==> config.mk <==
export PLATFORM = sky130hd
export DESIGN_NAME = serial_events
export DESIGN_NICKNAME = d
export VERILOG_FILES = /design/src/serial_pkg.sv /design/src/serial_events.sv
export SDC_FILE = /design/constraint.sdc
export NUM_CORES = 1
export LEC_CHECK = 0
export BUFFER_PORTS_ARGS = -buffer_cell sky130_fd_sc_hd__buf_2
export CAP_MARGIN = 10
export CELL_PAD_IN_SITES_DETAIL_PLACEMENT = 1
export CELL_PAD_IN_SITES_GLOBAL_PLACEMENT = 1
export CORE_ASPECT_RATIO = 1.5
export CORE_UTILIZATION = 35
export CTS_CLUSTER_SIZE = 24
export DETAILED_ROUTE_END_ITERATION = 6
export PLACE_DENSITY_LB_ADDON = 0.1
export SLEW_MARGIN = 20
export SYNTH_ARGS = -nofsm -noshare
export SYNTH_HDL_FRONTEND = slang
export SYNTH_SLANG_ARGS = --single-unit
==> constraint.sdc <==
create_clock -name pclk -period 3.2 [get_ports pclk]
set_clock_uncertainty 0.2 [all_clocks]
set_input_delay 0.16 -clock pclk [delete_from_list [all_inputs] [get_ports pclk]]
set_output_delay 0.16 -clock pclk [all_outputs]
set_load 0.01 [all_outputs]
==> src/serial_pkg.sv <==
// package for the serial parity, status and event block
// assumes a single apb clock domain; offsets are byte addresses of 32-bit words
package serial_pkg;
   // register offsets
   localparam logic [7:0] OFS_STATUS = 8'h00;
   localparam logic [7:0] OFS_DATA = 8'h04;
   localparam logic [7:0] OFS_CTRL_ONE = 8'h08;
   localparam logic [7:0] OFS_CTRL_TWO = 8'h0c;
   localparam logic [7:0] OFS_BAUD = 8'h10;
   localparam logic [7:0] OFS_AUX = 8'h14;
   // serial_status fields
   localparam int ST_TX_EMPTY = 7;
   localparam int ST_TX_DONE = 6;
   localparam int ST_RX_FULL = 5;
   localparam int ST_QUIET = 4;
   localparam int ST_OVERRUN = 3;
   localparam int ST_NOISE = 2;
   localparam int ST_FRAMING = 1;
   localparam int ST_PARITY = 0;
   // serial_ctrl_one fields
   localparam int C1_R8 = 7;
   localparam int C1_T8 = 6;
   localparam int C1_WORD9 = 4;
   localparam int C1_WAKE_ADDR = 3;
   localparam int C1_PAR_EN = 2;
   localparam int C1_PAR_ODD = 1;
   localparam int C1_PAR_IRQ = 0;
   // serial_ctrl_two fields
   localparam int C2_TIE = 7;
   localparam int C2_TX_DONE_IRQ_EN = 6;
   localparam int C2_RIE = 5;
   localparam int C2_QUIET_LINE_IRQ_EN = 4;
   localparam int C2_TE = 3;
   localparam int C2_RE = 2;
   localparam int C2_RWU = 1;
   localparam int C2_SBK = 0;
   // aux fields
   localparam int AUX_LIN_IRQ = 0;
   localparam int AUX_LIN_FLAG = 1;
   // reset values
   localparam logic [7:0] STATUS_RST = 8'hc0;
   localparam logic [7:0] CTRL_ONE_RST = 8'h00;
   localparam logic [7:0] CTRL_TWO_RST = 8'h00;
   localparam logic [15:0] BAUD_RST = 16'h0001;
   // timing: ticks per bit, sample points, frame lengths
   localparam int OVS = 16;
   localparam logic [3:0] SMP_A = 4'h7;
   localparam logic [3:0] SMP_B = 4'h8;
   localparam logic [3:0] SMP_C = 4'h9;
   localparam logic [3:0] TICK_LAST = 4'(OVS - 1);
   localparam int FRAME_8 = 10;
   localparam int FRAME_9 = 11;
   localparam logic [7:0] IDLE_LIM_8 = 8'(FRAME_8 * OVS - 1);
   localparam logic [7:0] IDLE_LIM_9 = 8'(FRAME_9 * OVS - 1);

   typedef enum logic {TX_IDLE, TX_SHIFT} tx_state_t;
   typedef enum logic {RX_IDLE, RX_BUSY} rx_state_t;

   typedef struct packed {
      logic [31:0] prdata;
      logic pready;
      logic pslverr;
      logic txd;
      logic irq;
      logic wake_req;
      logic [7:0] status;
      logic lin_flag;
      logic [8:0] armed;
      logic [7:0] ctrl_one;
      logic [7:0] ctrl_two;
      logic lin_irq_en;
      logic [15:0] baud_div;
      logic [15:0] baud_cnt;
      logic [7:0] tx_hold;
      logic tx_pending;
      tx_state_t tx_st;
      logic [9:0] tx_sh;
      logic [3:0] tx_bits;
      logic [3:0] tx_ticks;
      logic tx_data_frame;
      logic tx_word9;
      rx_state_t rx_st;
      logic [3:0] rx_ticks;
      logic [3:0] rx_bits;
      logic [8:0] rx_sh;
      logic [1:0] rx_smp;
      logic rx_noise;
      logic rx_odd;
      logic rx_word9;
      logic rx_par_en;
      logic [8:0] rx_hold;
      logic idle_armed;
      logic [7:0] idle_cnt;
   } state_t;
endpackage

==> src/serial_events.sv <==
// serial character engine with parity, status flags, clear sequences and shared event line
// assumes apb master on pclk; rxd, halt_mode, cpu_irq_mask and lin_header_evt synchronous to pclk
//
// The register offsets and register access over APB were left to the implementer.
`timescale 1ns/1ps
`default_nettype none

module serial_events
   import serial_pkg::*;
#(
   parameter logic [15:0] BAUD_DIV_DEFAULT = BAUD_RST
) (
   input wire logic pclk,
   input wire logic presetn,
   input wire logic psel,
   input wire logic penable,
   input wire logic pwrite,
   input wire logic [7:0] paddr,
   input wire logic [31:0] pwdata,
   output logic [31:0] prdata,
   output logic pready,
   output logic pslverr,
   input wire logic rxd,
   output logic txd,
   input wire logic halt_mode,
   input wire logic cpu_irq_mask,
   input wire logic lin_header_evt,
   output logic irq,
   output logic wake_req
);

   state_t s;
   state_t n;
   state_t frz;

   always_comb begin
      logic tick;
      logic access;
      logic [7:0] clr;
      logic clr_lin;
      logic [8:0] payload;
      logic [10:0] frame;
      logic maj;
      logic [8:0] d9;
      logic par_bad;
      logic msb;
      logic muted;
      logic events;
      tick = 1'b0;
      access = 1'b0;
      clr = 8'h00;
      clr_lin = 1'b0;
      payload = 9'h000;
      frame = 11'h000;
      maj = 1'b0;
      d9 = 9'h000;
      par_bad = 1'b0;
      msb = 1'b0;
      muted = 1'b0;
      events = 1'b0;
      n = s;

      // apb: answer one cycle after setup, zero wait states
      n.pready = 1'b0;
      n.pslverr = 1'b0;
      if (psel && !penable) begin
         n.pready = 1'b1;
         n.prdata = 32'h0000_0000;
         if (paddr == OFS_STATUS) begin
            n.prdata[7:0] = s.status;
         end else if (paddr == OFS_DATA) begin
            n.prdata[7:0] = s.rx_hold[7:0];
         end else if (paddr == OFS_CTRL_ONE) begin
            n.prdata[7:0] = s.ctrl_one;
         end else if (paddr == OFS_CTRL_TWO) begin
            n.prdata[7:0] = s.ctrl_two;
         end else if (paddr == OFS_BAUD) begin
            n.prdata[15:0] = s.baud_div;
         end else if (paddr == OFS_AUX) begin
            n.prdata[AUX_LIN_IRQ] = s.lin_irq_en;
            n.prdata[AUX_LIN_FLAG] = s.lin_flag;
         end else begin
            n.pslverr = 1'b1;
         end
      end
      access = psel && penable && s.pready && !s.pslverr;

      if (access) begin
         if (paddr == OFS_STATUS) begin
            n.armed = {s.lin_flag, s.status};
         end else if (paddr == OFS_DATA) begin
            if (pwrite) begin
               n.tx_hold = pwdata[7:0];
               n.tx_pending = 1'b1;
               clr[ST_TX_EMPTY] = s.armed[ST_TX_EMPTY];
               clr[ST_TX_DONE] = s.armed[ST_TX_DONE];
            end else begin
               clr[5:1] = s.armed[5:1];
               clr_lin = s.armed[8];
            end
            clr[ST_PARITY] = s.armed[ST_PARITY];
            n.armed = 9'h000;
         end else if (pwrite && paddr == OFS_CTRL_ONE) begin
            n.ctrl_one[6:0] = pwdata[6:0];
         end else if (pwrite && paddr == OFS_CTRL_TWO) begin
            n.ctrl_two = pwdata[7:0];
            if (s.ctrl_one[C1_WAKE_ADDR] && s.status[ST_RX_FULL]) begin
               n.ctrl_two[C2_RWU] = s.ctrl_two[C2_RWU];
            end
         end else if (pwrite && paddr == OFS_BAUD) begin
            n.baud_div = (pwdata[15:0] == 16'h0000) ? 16'h0001 : pwdata[15:0];
         end else if (pwrite && paddr == OFS_AUX) begin
            n.lin_irq_en = pwdata[AUX_LIN_IRQ];
         end
      end
      // clears first; hardware sets below win in the same cycle
      n.status = s.status & ~clr;
      if (clr_lin) begin
         n.lin_flag = 1'b0;
      end
      if (lin_header_evt) begin
         n.lin_flag = 1'b1;
      end

      // oversampling tick
      tick = (s.baud_cnt == 16'h0000);
      n.baud_cnt = tick ? s.baud_div - 16'h0001 : s.baud_cnt - 16'h0001;

      // transmitter
      if (tick) begin
         case (s.tx_st)
            TX_IDLE: begin
               n.txd = 1'b1;
               if (s.ctrl_two[C2_TE] && s.ctrl_two[C2_SBK]) begin
                  n.tx_st = TX_SHIFT;
                  n.tx_word9 = s.ctrl_one[C1_WORD9];
                  n.tx_sh = 10'h000;
                  n.tx_data_frame = 1'b0;
                  n.txd = 1'b0;
                  n.tx_bits = 4'h0;
                  n.tx_ticks = 4'h0;
               end else if (s.ctrl_two[C2_TE] && s.tx_pending) begin
                  payload = {s.ctrl_one[C1_T8], s.tx_hold};
                  if (s.ctrl_one[C1_PAR_EN]) begin
                     if (s.ctrl_one[C1_WORD9]) begin
                        payload[8] = ^s.tx_hold ^ s.ctrl_one[C1_PAR_ODD];
                     end else begin
                        payload[7] = ^s.tx_hold[6:0] ^ s.ctrl_one[C1_PAR_ODD];
                     end
                  end
                  frame = s.ctrl_one[C1_WORD9] ? {1'b1, payload, 1'b0}
                                               : {2'b11, payload[7:0], 1'b0};
                  n.tx_sh = frame[10:1];
                  n.tx_word9 = s.ctrl_one[C1_WORD9];
                  n.tx_pending = 1'b0;
                  n.status[ST_TX_EMPTY] = 1'b1;
                  n.tx_data_frame = 1'b1;
                  n.tx_st = TX_SHIFT;
                  n.txd = 1'b0;
                  n.tx_bits = 4'h0;
                  n.tx_ticks = 4'h0;
               end
            end
            TX_SHIFT: begin
               n.tx_ticks = s.tx_ticks + 4'h1;
               if (s.tx_ticks == TICK_LAST) begin
                  if (s.tx_bits == (s.tx_word9 ? 4'(FRAME_9 - 1) : 4'(FRAME_8 - 1))) begin
                     n.tx_st = TX_IDLE;
                     n.txd = 1'b1;
                     if (s.tx_data_frame) begin
                        n.status[ST_TX_DONE] = 1'b1;
                     end
                  end else begin
                     n.txd = s.tx_sh[0];
                     n.tx_sh = {1'b0, s.tx_sh[9:1]};
                     n.tx_bits = s.tx_bits + 4'h1;
                  end
               end
            end
            default: n.tx_st = TX_IDLE;
         endcase
      end

      // receiver: majority of three mid-bit samples, noise on any disagreement in the start or data bits
      muted = s.ctrl_two[C2_RWU];
      if (tick) begin
         case (s.rx_st)
            RX_IDLE: begin
               if (s.ctrl_two[C2_RE] && !rxd) begin
                  n.rx_st = RX_BUSY;
                  n.rx_ticks = 4'h0;
                  n.rx_bits = 4'h0;
                  n.rx_noise = 1'b0;
                  n.rx_word9 = s.ctrl_one[C1_WORD9];
                  n.rx_par_en = s.ctrl_one[C1_PAR_EN];
                  n.rx_odd = s.ctrl_one[C1_PAR_ODD];
                  n.idle_cnt = 8'h00;
               end else if (rxd && s.ctrl_two[C2_RE]) begin
                  if (s.idle_cnt != (s.ctrl_one[C1_WORD9] ? IDLE_LIM_9 : IDLE_LIM_8)) begin
                     n.idle_cnt = s.idle_cnt + 8'h01;
                  end else if (muted && !s.ctrl_one[C1_WAKE_ADDR]) begin
                     n.ctrl_two[C2_RWU] = 1'b0;
                  end else if (s.idle_armed && !muted) begin
                     n.status[ST_QUIET] = 1'b1;
                     n.idle_armed = 1'b0;
                  end
               end else begin
                  n.idle_cnt = 8'h00;
               end
            end
            RX_BUSY: begin
               n.rx_ticks = s.rx_ticks + 4'h1;
               if (s.rx_ticks == SMP_A) begin
                  n.rx_smp[0] = rxd;
               end
               if (s.rx_ticks == SMP_B) begin
                  n.rx_smp[1] = rxd;
               end
               if (s.rx_ticks == SMP_C) begin
                  maj = (s.rx_smp[0] & s.rx_smp[1]) | (s.rx_smp[0] & rxd) | (s.rx_smp[1] & rxd);
                  n.rx_noise = s.rx_noise | ~((s.rx_smp == 2'b11 && rxd) ||
                                              (s.rx_smp == 2'b00 && !rxd));
                  if (s.rx_bits == 4'h0) begin
                     if (maj) begin
                        n.rx_st = RX_IDLE;
                     end
                  end else if (s.rx_bits != (s.rx_word9 ? 4'(FRAME_9 - 1) : 4'(FRAME_8 - 1))) begin
                     n.rx_sh = {maj, s.rx_sh[8:1]};
                  end else begin
                     n.rx_st = RX_IDLE;
                     d9 = s.rx_word9 ? s.rx_sh : {1'b0, s.rx_sh[8:1]};
                     par_bad = s.rx_par_en &&
                               ((s.rx_word9 ? ^d9[8:0] : ^d9[7:0]) != s.rx_odd);
                     if (s.rx_par_en) begin
                        msb = s.rx_word9 ? d9[7] : d9[6];
                     end else begin
                        msb = s.rx_word9 ? d9[8] : d9[7];
                     end
                     if (!muted || (s.ctrl_one[C1_WAKE_ADDR] && msb)) begin
                        n.ctrl_two[C2_RWU] = 1'b0;
                        if (s.status[ST_RX_FULL]) begin
                           n.status[ST_OVERRUN] = 1'b1;
                        end else begin
                           n.rx_hold = d9;
                           n.ctrl_one[C1_R8] = d9[8];
                           n.status[ST_RX_FULL] = 1'b1;
                           n.idle_armed = 1'b1;
                           n.status[ST_NOISE] = n.status[ST_NOISE] | s.rx_noise | ~maj;
                           n.status[ST_FRAMING] = n.status[ST_FRAMING] | ~maj;
                           n.status[ST_PARITY] = n.status[ST_PARITY] | par_bad;
                        end
                     end
                  end
               end
               if (s.rx_ticks == TICK_LAST) begin
                  n.rx_bits = s.rx_bits + 4'h1;
               end
            end
            default: n.rx_st = RX_IDLE;
         endcase
      end

      // shared event line
      events = (s.status[ST_TX_EMPTY] & s.ctrl_two[C2_TIE]) |
               (s.status[ST_TX_DONE] & s.ctrl_two[C2_TX_DONE_IRQ_EN]) |
               ((s.status[ST_RX_FULL] | s.status[ST_OVERRUN]) & s.ctrl_two[C2_RIE]) |
               (s.status[ST_QUIET] & s.ctrl_two[C2_QUIET_LINE_IRQ_EN]) |
               (s.status[ST_PARITY] & s.ctrl_one[C1_PAR_IRQ]) |
               (s.lin_flag & s.lin_irq_en);
      n.irq = events & ~cpu_irq_mask;
      n.wake_req = events & ~halt_mode;

      // halt: everything holds except the bus answer and wake_req, which is forced low
      frz = s;
      frz.prdata = n.prdata;
      frz.pready = n.pready;
      frz.pslverr = n.pslverr;
      frz.wake_req = 1'b0;
      if (halt_mode) begin
         n = frz;
      end
   end

   always_ff @(posedge pclk or negedge presetn) begin
      if (!presetn) begin
         s <= '0;
         s.txd <= 1'b1;
         s.status <= STATUS_RST;
         s.ctrl_one <= CTRL_ONE_RST;
         s.ctrl_two <= CTRL_TWO_RST;
         s.baud_div <= BAUD_DIV_DEFAULT;
         s.tx_st <= TX_IDLE;
         s.rx_st <= RX_IDLE;
      end else begin
         s <= n;
      end
   end

   assign prdata = s.prdata;
   assign pready = s.pready;
   assign pslverr = s.pslverr;
   assign txd = s.txd;
   assign irq = s.irq;
   assign wake_req = s.wake_req;

endmodule
`default_nettype wire

Word level (Yosys, flattened, before mapping)
Cells that the tools add are included.
{"block": "word_totals", "register_bits": 176, "in_bits": 49, "output_inout_bits": 37, "wordCells": 338}
{"block": "classes", "n_addsub": 7, "eq_ne": 31, "mux": 161, "n_bitwise": 42, "reduce_logical": 60}
{"cell": "two-way mux 140 bit", "count": 1}
{"cell": "two-way mux 8 bit", "count": 16}
{"cell": "two-way mux 9 bit", "count": 13}
{"cell": "two-way mux 32 bit", "count": 3}
{"cell": "two-way mux 1 bit", "count": 81}
{"cell": "two-way mux 10 bit", "count": 6}
{"cell": "two-way mux 16 bit", "count": 3}
{"cell": "two-way mux 22 bit", "count": 2}
{"cell": "two-way mux 42 bit", "count": 1}
{"cell": "one-hot mux 19 bit (2 select lines)", "count": 1}
{"cell": "two-way mux 34 bit", "count": 1}
{"cell": "zero test 16 bit", "count": 2}
{"cell": "subtractor 16 x 1 -> 16 bit (second input constant)", "count": 2}
{"cell": "two-way mux 14 bit", "count": 2}
{"cell": "two-way mux 4 bit", "count": 7}
{"cell": "AND reduction 4 bit", "count": 7}
{"cell": "two-way mux 25 bit", "count": 1}
{"cell": "two-way mux 21 bit", "count": 1}
{"cell": "!= test 2 bit (second input constant)", "count": 10}
{"cell": "logical AND 1 bit", "count": 19}
{"cell": "one-hot mux 9 bit (2 select lines)", "count": 1}
{"cell": "two-way mux 17 bit", "count": 1}
{"cell": "adder 4 x 1 -> 4 bit (second input constant)", "count": 4}
{"cell": "equality test 4 bit (second input constant)", "count": 4}
{"cell": "other kinds (43)", "count": 112}

Depth between registers and ports, before layout
{"block": "logic_depth", "word_depth": 17, "depth_mapped": 11, "depth_no_buf": 8}

Worst setup path after synthesis
OpenSTA, ideal clock, no wires.
{"block": "synth_path", "kind": "reg2reg", "startpoint": "reg s (netlist bit frz[80])", "endpoint": "reg s (netlist bit frz[86])", "setup_ns": 0.120, "arrival_time_ns": 2.577, "required_ns": 2.880, "path_slack_ns": 0.303, "path_stages_with_launch": 12, "path_buffers": 3, "synth_period_minus_slack_ns": 2.897, "cell_sequence": "dfrtp_1 > nor4_2 > and4_1 > buf_4 > buf_2 > buf_1 > a21oi_1 > ha_1 > nand2_1 > a211o_1 > or4_1 > and3_1"}
{"block": "synth_via", "elab_chain_len": 2, "elab_cells_between_ends": 3, "classes_between": "add/sub (1); mux (1); reduce/logical (1)"}
{"element": "start, declared", "line": "serial_events.sv:32", "source": "state_t s;"}
{"element": "start signal, assigned", "line": "serial_events.sv:295", "source": "s <= n;"}
{"element": "subtractor 16 x 1 -> 16 bit / zero test 16 bit (equally long branches)", "line": "serial_events.sv:127, serial_events.sv:126"}
{"element": "two-way mux 16 bit (*)", "line": "serial_events.sv:127", "source": "n.baud_cnt = tick ? s.baud_div - 16'h0001 : s.baud_cnt - 16'h0001;"}
Every way passes the cells marked *; elsewhere a longest branch is shown, timed or not.
A chain may end at the register's enable or synchronous reset.

Worst setup path in the final report
{"block": "layout_path", "startpoint": "reg s (netlist bit frz[84])", "endpoint": "reg s (netlist bit frz[22])"}
{"block": "layout_via", "elab_chain_len": 2}
{"element": "zero test 16 bit", "line": "serial_events.sv:126", "source": "tick = (s.baud_cnt == 16'h0000);"}
{"element": "AND reduction 4 bit (no source line)"}
Every way passes these cells.

==> summary.md <==
| Metric | Value |
|---|---|
| Peak supply drop | 0.0003923 V |
| Outcome | complete, no violations |
| Initial Utilization | 35.88% |
| Port bufs | 53 |
| Area contributors post-synth | dfrtp_1 (47%), mux2_2 (9.5%), nand2_1 (3.6%), o21ai_0 (2.2%), nand3_1 (1.9%) |
| CP max stage cell | nor4_1 |
| Crit-path max cell delay | 0.52 ns |
| Top Family by Delay on Critical Path | simple AND/OR/NAND/NOR gates |
| Residual DRC | 0 |
| RR Endpoint | frz[22] |
| Pre-antenna DRT Iters | 5 |
| Minimum clock period | 2.880 ns |
| Die width | 128.0 um |
| Fmax | 347.2 MHz |
| Total CTS buffers | 17 |
| GRT overflow | 0 |
| Seq pwr share | 46.8% |
| Starting DRT DRC Count | 361 |
| CTS Buffer Depth | 2 |
| Post-synth ARST share | 100.0% |
| # diodes | 0 |
| Share of post-route cells with drive strength above 1 | 23.32% |
| Largest net degree at the start of global routing | 97 |
| Worst-margin pin slew | 0.6970 ns |
| Core area | 0.02323 mm2 |
| Cell chain of the critical path | nor4_1 -> and4_1 -> buf_4 -> nand3_1 -> nor3_1 -> mux2_2 |
| Cell Rows | 68 |
| Worst skew pair latency | 0.44 ns |
| Clock Sinks | 159 |
| Sw power | 1230 uW |
| Dpl ws | 0.2733 ns |
| Leak | 0.004415 uW |
| Layout Nets | 937 |
| Antenna Nets Post-Route | 0 |
| First-pass GRT wire length | 40480 um |
| Synth top area share | 46.54% |
| EDFF count, synth | 0 |
| Int Power | 3459 uW |
| RSZ-0062 raised after global routing | false |
| Worst Setup End Kind | flop |
| Setup total negative slack | 0 ns |
| Flops & latches, synth | 159 |
| Arrival time at the worst endpoint | 3.00 ns |
| Worst min path class | in2async |
| Sequential element share of the synthesized area | 47.80% |
| Routed WL | 24960 um |
| Comb power frac | 10.2% |
| CTS tree | yes |
| Dpl hpwl | 18200 um |
| Final setup viols | 0 |
| Fin. Hold Viols | 0 |
| Synthesized area per cell | 10.50 um2 |
| Antenna violations before repair | 0 |
| Count leader, synth | dfrtp_1 |
| Die Area | 0.02445 mm2 |
| Post-CTS setup buffer count | 0 |
| Vias/cell | 5.524 |
| Critical path peak fanout | 33 |
| Largest area contributor in the netlist | dfrtp_1 |
| Vias in the first global route | 7144 |
| Total power density per cell area | 477.0 mW/mm2 |
| Crit share post-route | 90.00% |
| Worst-path clk slew | 0.06 ns |
| Prevailing post-synth register cell | dfrtp_1 |
| H-tree level count | 4 |
| Beginning of the worst register-to-register path | frz[84] |
| YS warnings | 0 |
| Mapped Cells | 794 |
| Mapped cell area | 0.008334 mm2 |
| Slew Viols, Final | 0 |
| R2R setup slack | 0.32 ns |
| Switching Fraction | 26.23% |
| Clk root buf | clkbuf_16 |
| Library cells used by synthesis | 74 |
| R2R depth | 6 |
| Max-slew headroom | 52.33% |
| Fin area | 0.009832 mm2 |
| Worst setup SP type | flop |
| Routability cong. | 0.8025 |
| Overall routing resource usage | 21.87% |
| Vias post-DR | 6668 |
| Clk pwr share | 42.9% |
| DR WL/cell | 20.68 um |
| Top Ports | 86 |
| Max-cap violations | 0 |
| Setup ws final | 0.3201 ns |
| WP buf/inv | 1 |
| Area Growth Syn to Fin | 17.97% |
| Most frequent cells after synthesis | dfrtp_1 (155), nand2_1 (79), mux2_2 (70) |
| Post-DP Area | 0.008992 mm2 |
| Die span in y | 191.0 um |
| Worst setup path category | reg2reg |
| Worst EP required | 3.32 ns |
worst reg2reg max path, stage by stage, from the launching register on:
cell and delay, ns:
dfrtp_1 0.44, nor4_1 0.52, and4_1 0.42, buf_4 0.41, nand3_1 0.22, nor3_1 0.19
mux2_2 0.35
state kept, by name, summed over array words and instances (netlist names):
name / count
txd: 1
wake_req: 1
irq: 1
pslverr: 1
frz: 138
prdata: 16
pready: 1
power groups by stage:
stage / Sequential (uW) / Combinational [uW] / Clock, uW
CTS: 2200 / 486 / 2060
global placement: 2220 / 438 / 0
global route: 2210 / 540 / 2140
detailed placement: 2230 / 458 / 0
floorplan: 2210 / 298 / 0
finish: 2200 / 479 / 2010
metal layers:
layer,vias up,global-route usage (%),wire length (um)
li1,3088,-,-
met2,111,39.36,13280
met5,-,0,0
met4,0,7.511,505
met3,35,3.163,663
met1,3434,26.41,10510
logic make-up after synthesis:
| kind of cell | count (synthesis) | share of synthesized area (%) |
|---|---|---|
| xor gates and xnor gates | 21 | 2.387 |
| adders and majority gates | 10 | 1.471 |
| buffers and inverters | 75 | 4.369 |
| muxes | 84 | 11.15 |
| DFF | 159 | 47.80 |
| and+or+nand+nor | 261 | 17.16 |
| other | 1 | 0.04500 |
| AOI/OAI and AO/OA | 183 | 15.61 |
layout by cell type, fill, tap and decap left out, drive strengths merged, types with 11 or more instances in the layout:
cell	instances
dlygate4sd3	24
nor2	34
or4	13
nor4	18
conb	16
inv	21
a21oi	25
o21ai	42
clkbuf	22
nor3	22
nand4	11
a22o	18
mux2	71
nand2b	14
mux2i	13
xnor2	16
nand3	33
buf	81
nand2	80
dfrtp	155
worst max path at each step:
stage / from / depth (start not counted) / slack [ns] / endpoint
floorplan: frz[80] / 11 / 0.30 / frz[86]
global placement: frz[84] / 5 / 0.36 / frz[5]
detailed placement: frz[84] / 5 / 0.27 / frz[5]
CTS: frz[84] / 5 / 0.26 / frz[5]
global route: frz[84] / 5 / 0.13 / frz[5]
finish: frz[84] / 6 / 0.32 / frz[22]
area by class of cell:
cell class / count / area [um2]
multi-input cells: 575 / 4049
clock buffers: 22 / 494.2
fillers: 2606 / 13400
clock inverters: 10 / 85.08
flip-flops and latches: 159 / 3984
repair buffers: 105 / 747.0
well taps: 315 / 394.1
inverters: 21 / 78.83
metrics by stage:
step | total power [uW] | utilization [%] | std cells | hold WS (ns)
after floorplan | 2507 | - | 809 | -0.3356
after global placement | 2659 | 38.71 | 1150 | -0.1323
after detailed placement | 2690 | 38.71 | 1150 | -0.1318
after CTS | 4742 | 42.33 | 1207 | 0.05416
after global routing | 4892 | 42.33 | 1207 | 0.08610
final | 4690 | 42.33 | 1207 | 0.06613
what timing repair did:
action | in CTS | in global routing
hold buffers | 25 | 0
resized for setup | 0 | 0
endpoints found under the setup margin | 0 | 0
hold endpoints to repair | 205 | 0
Power figures use the tool's default switching activity.
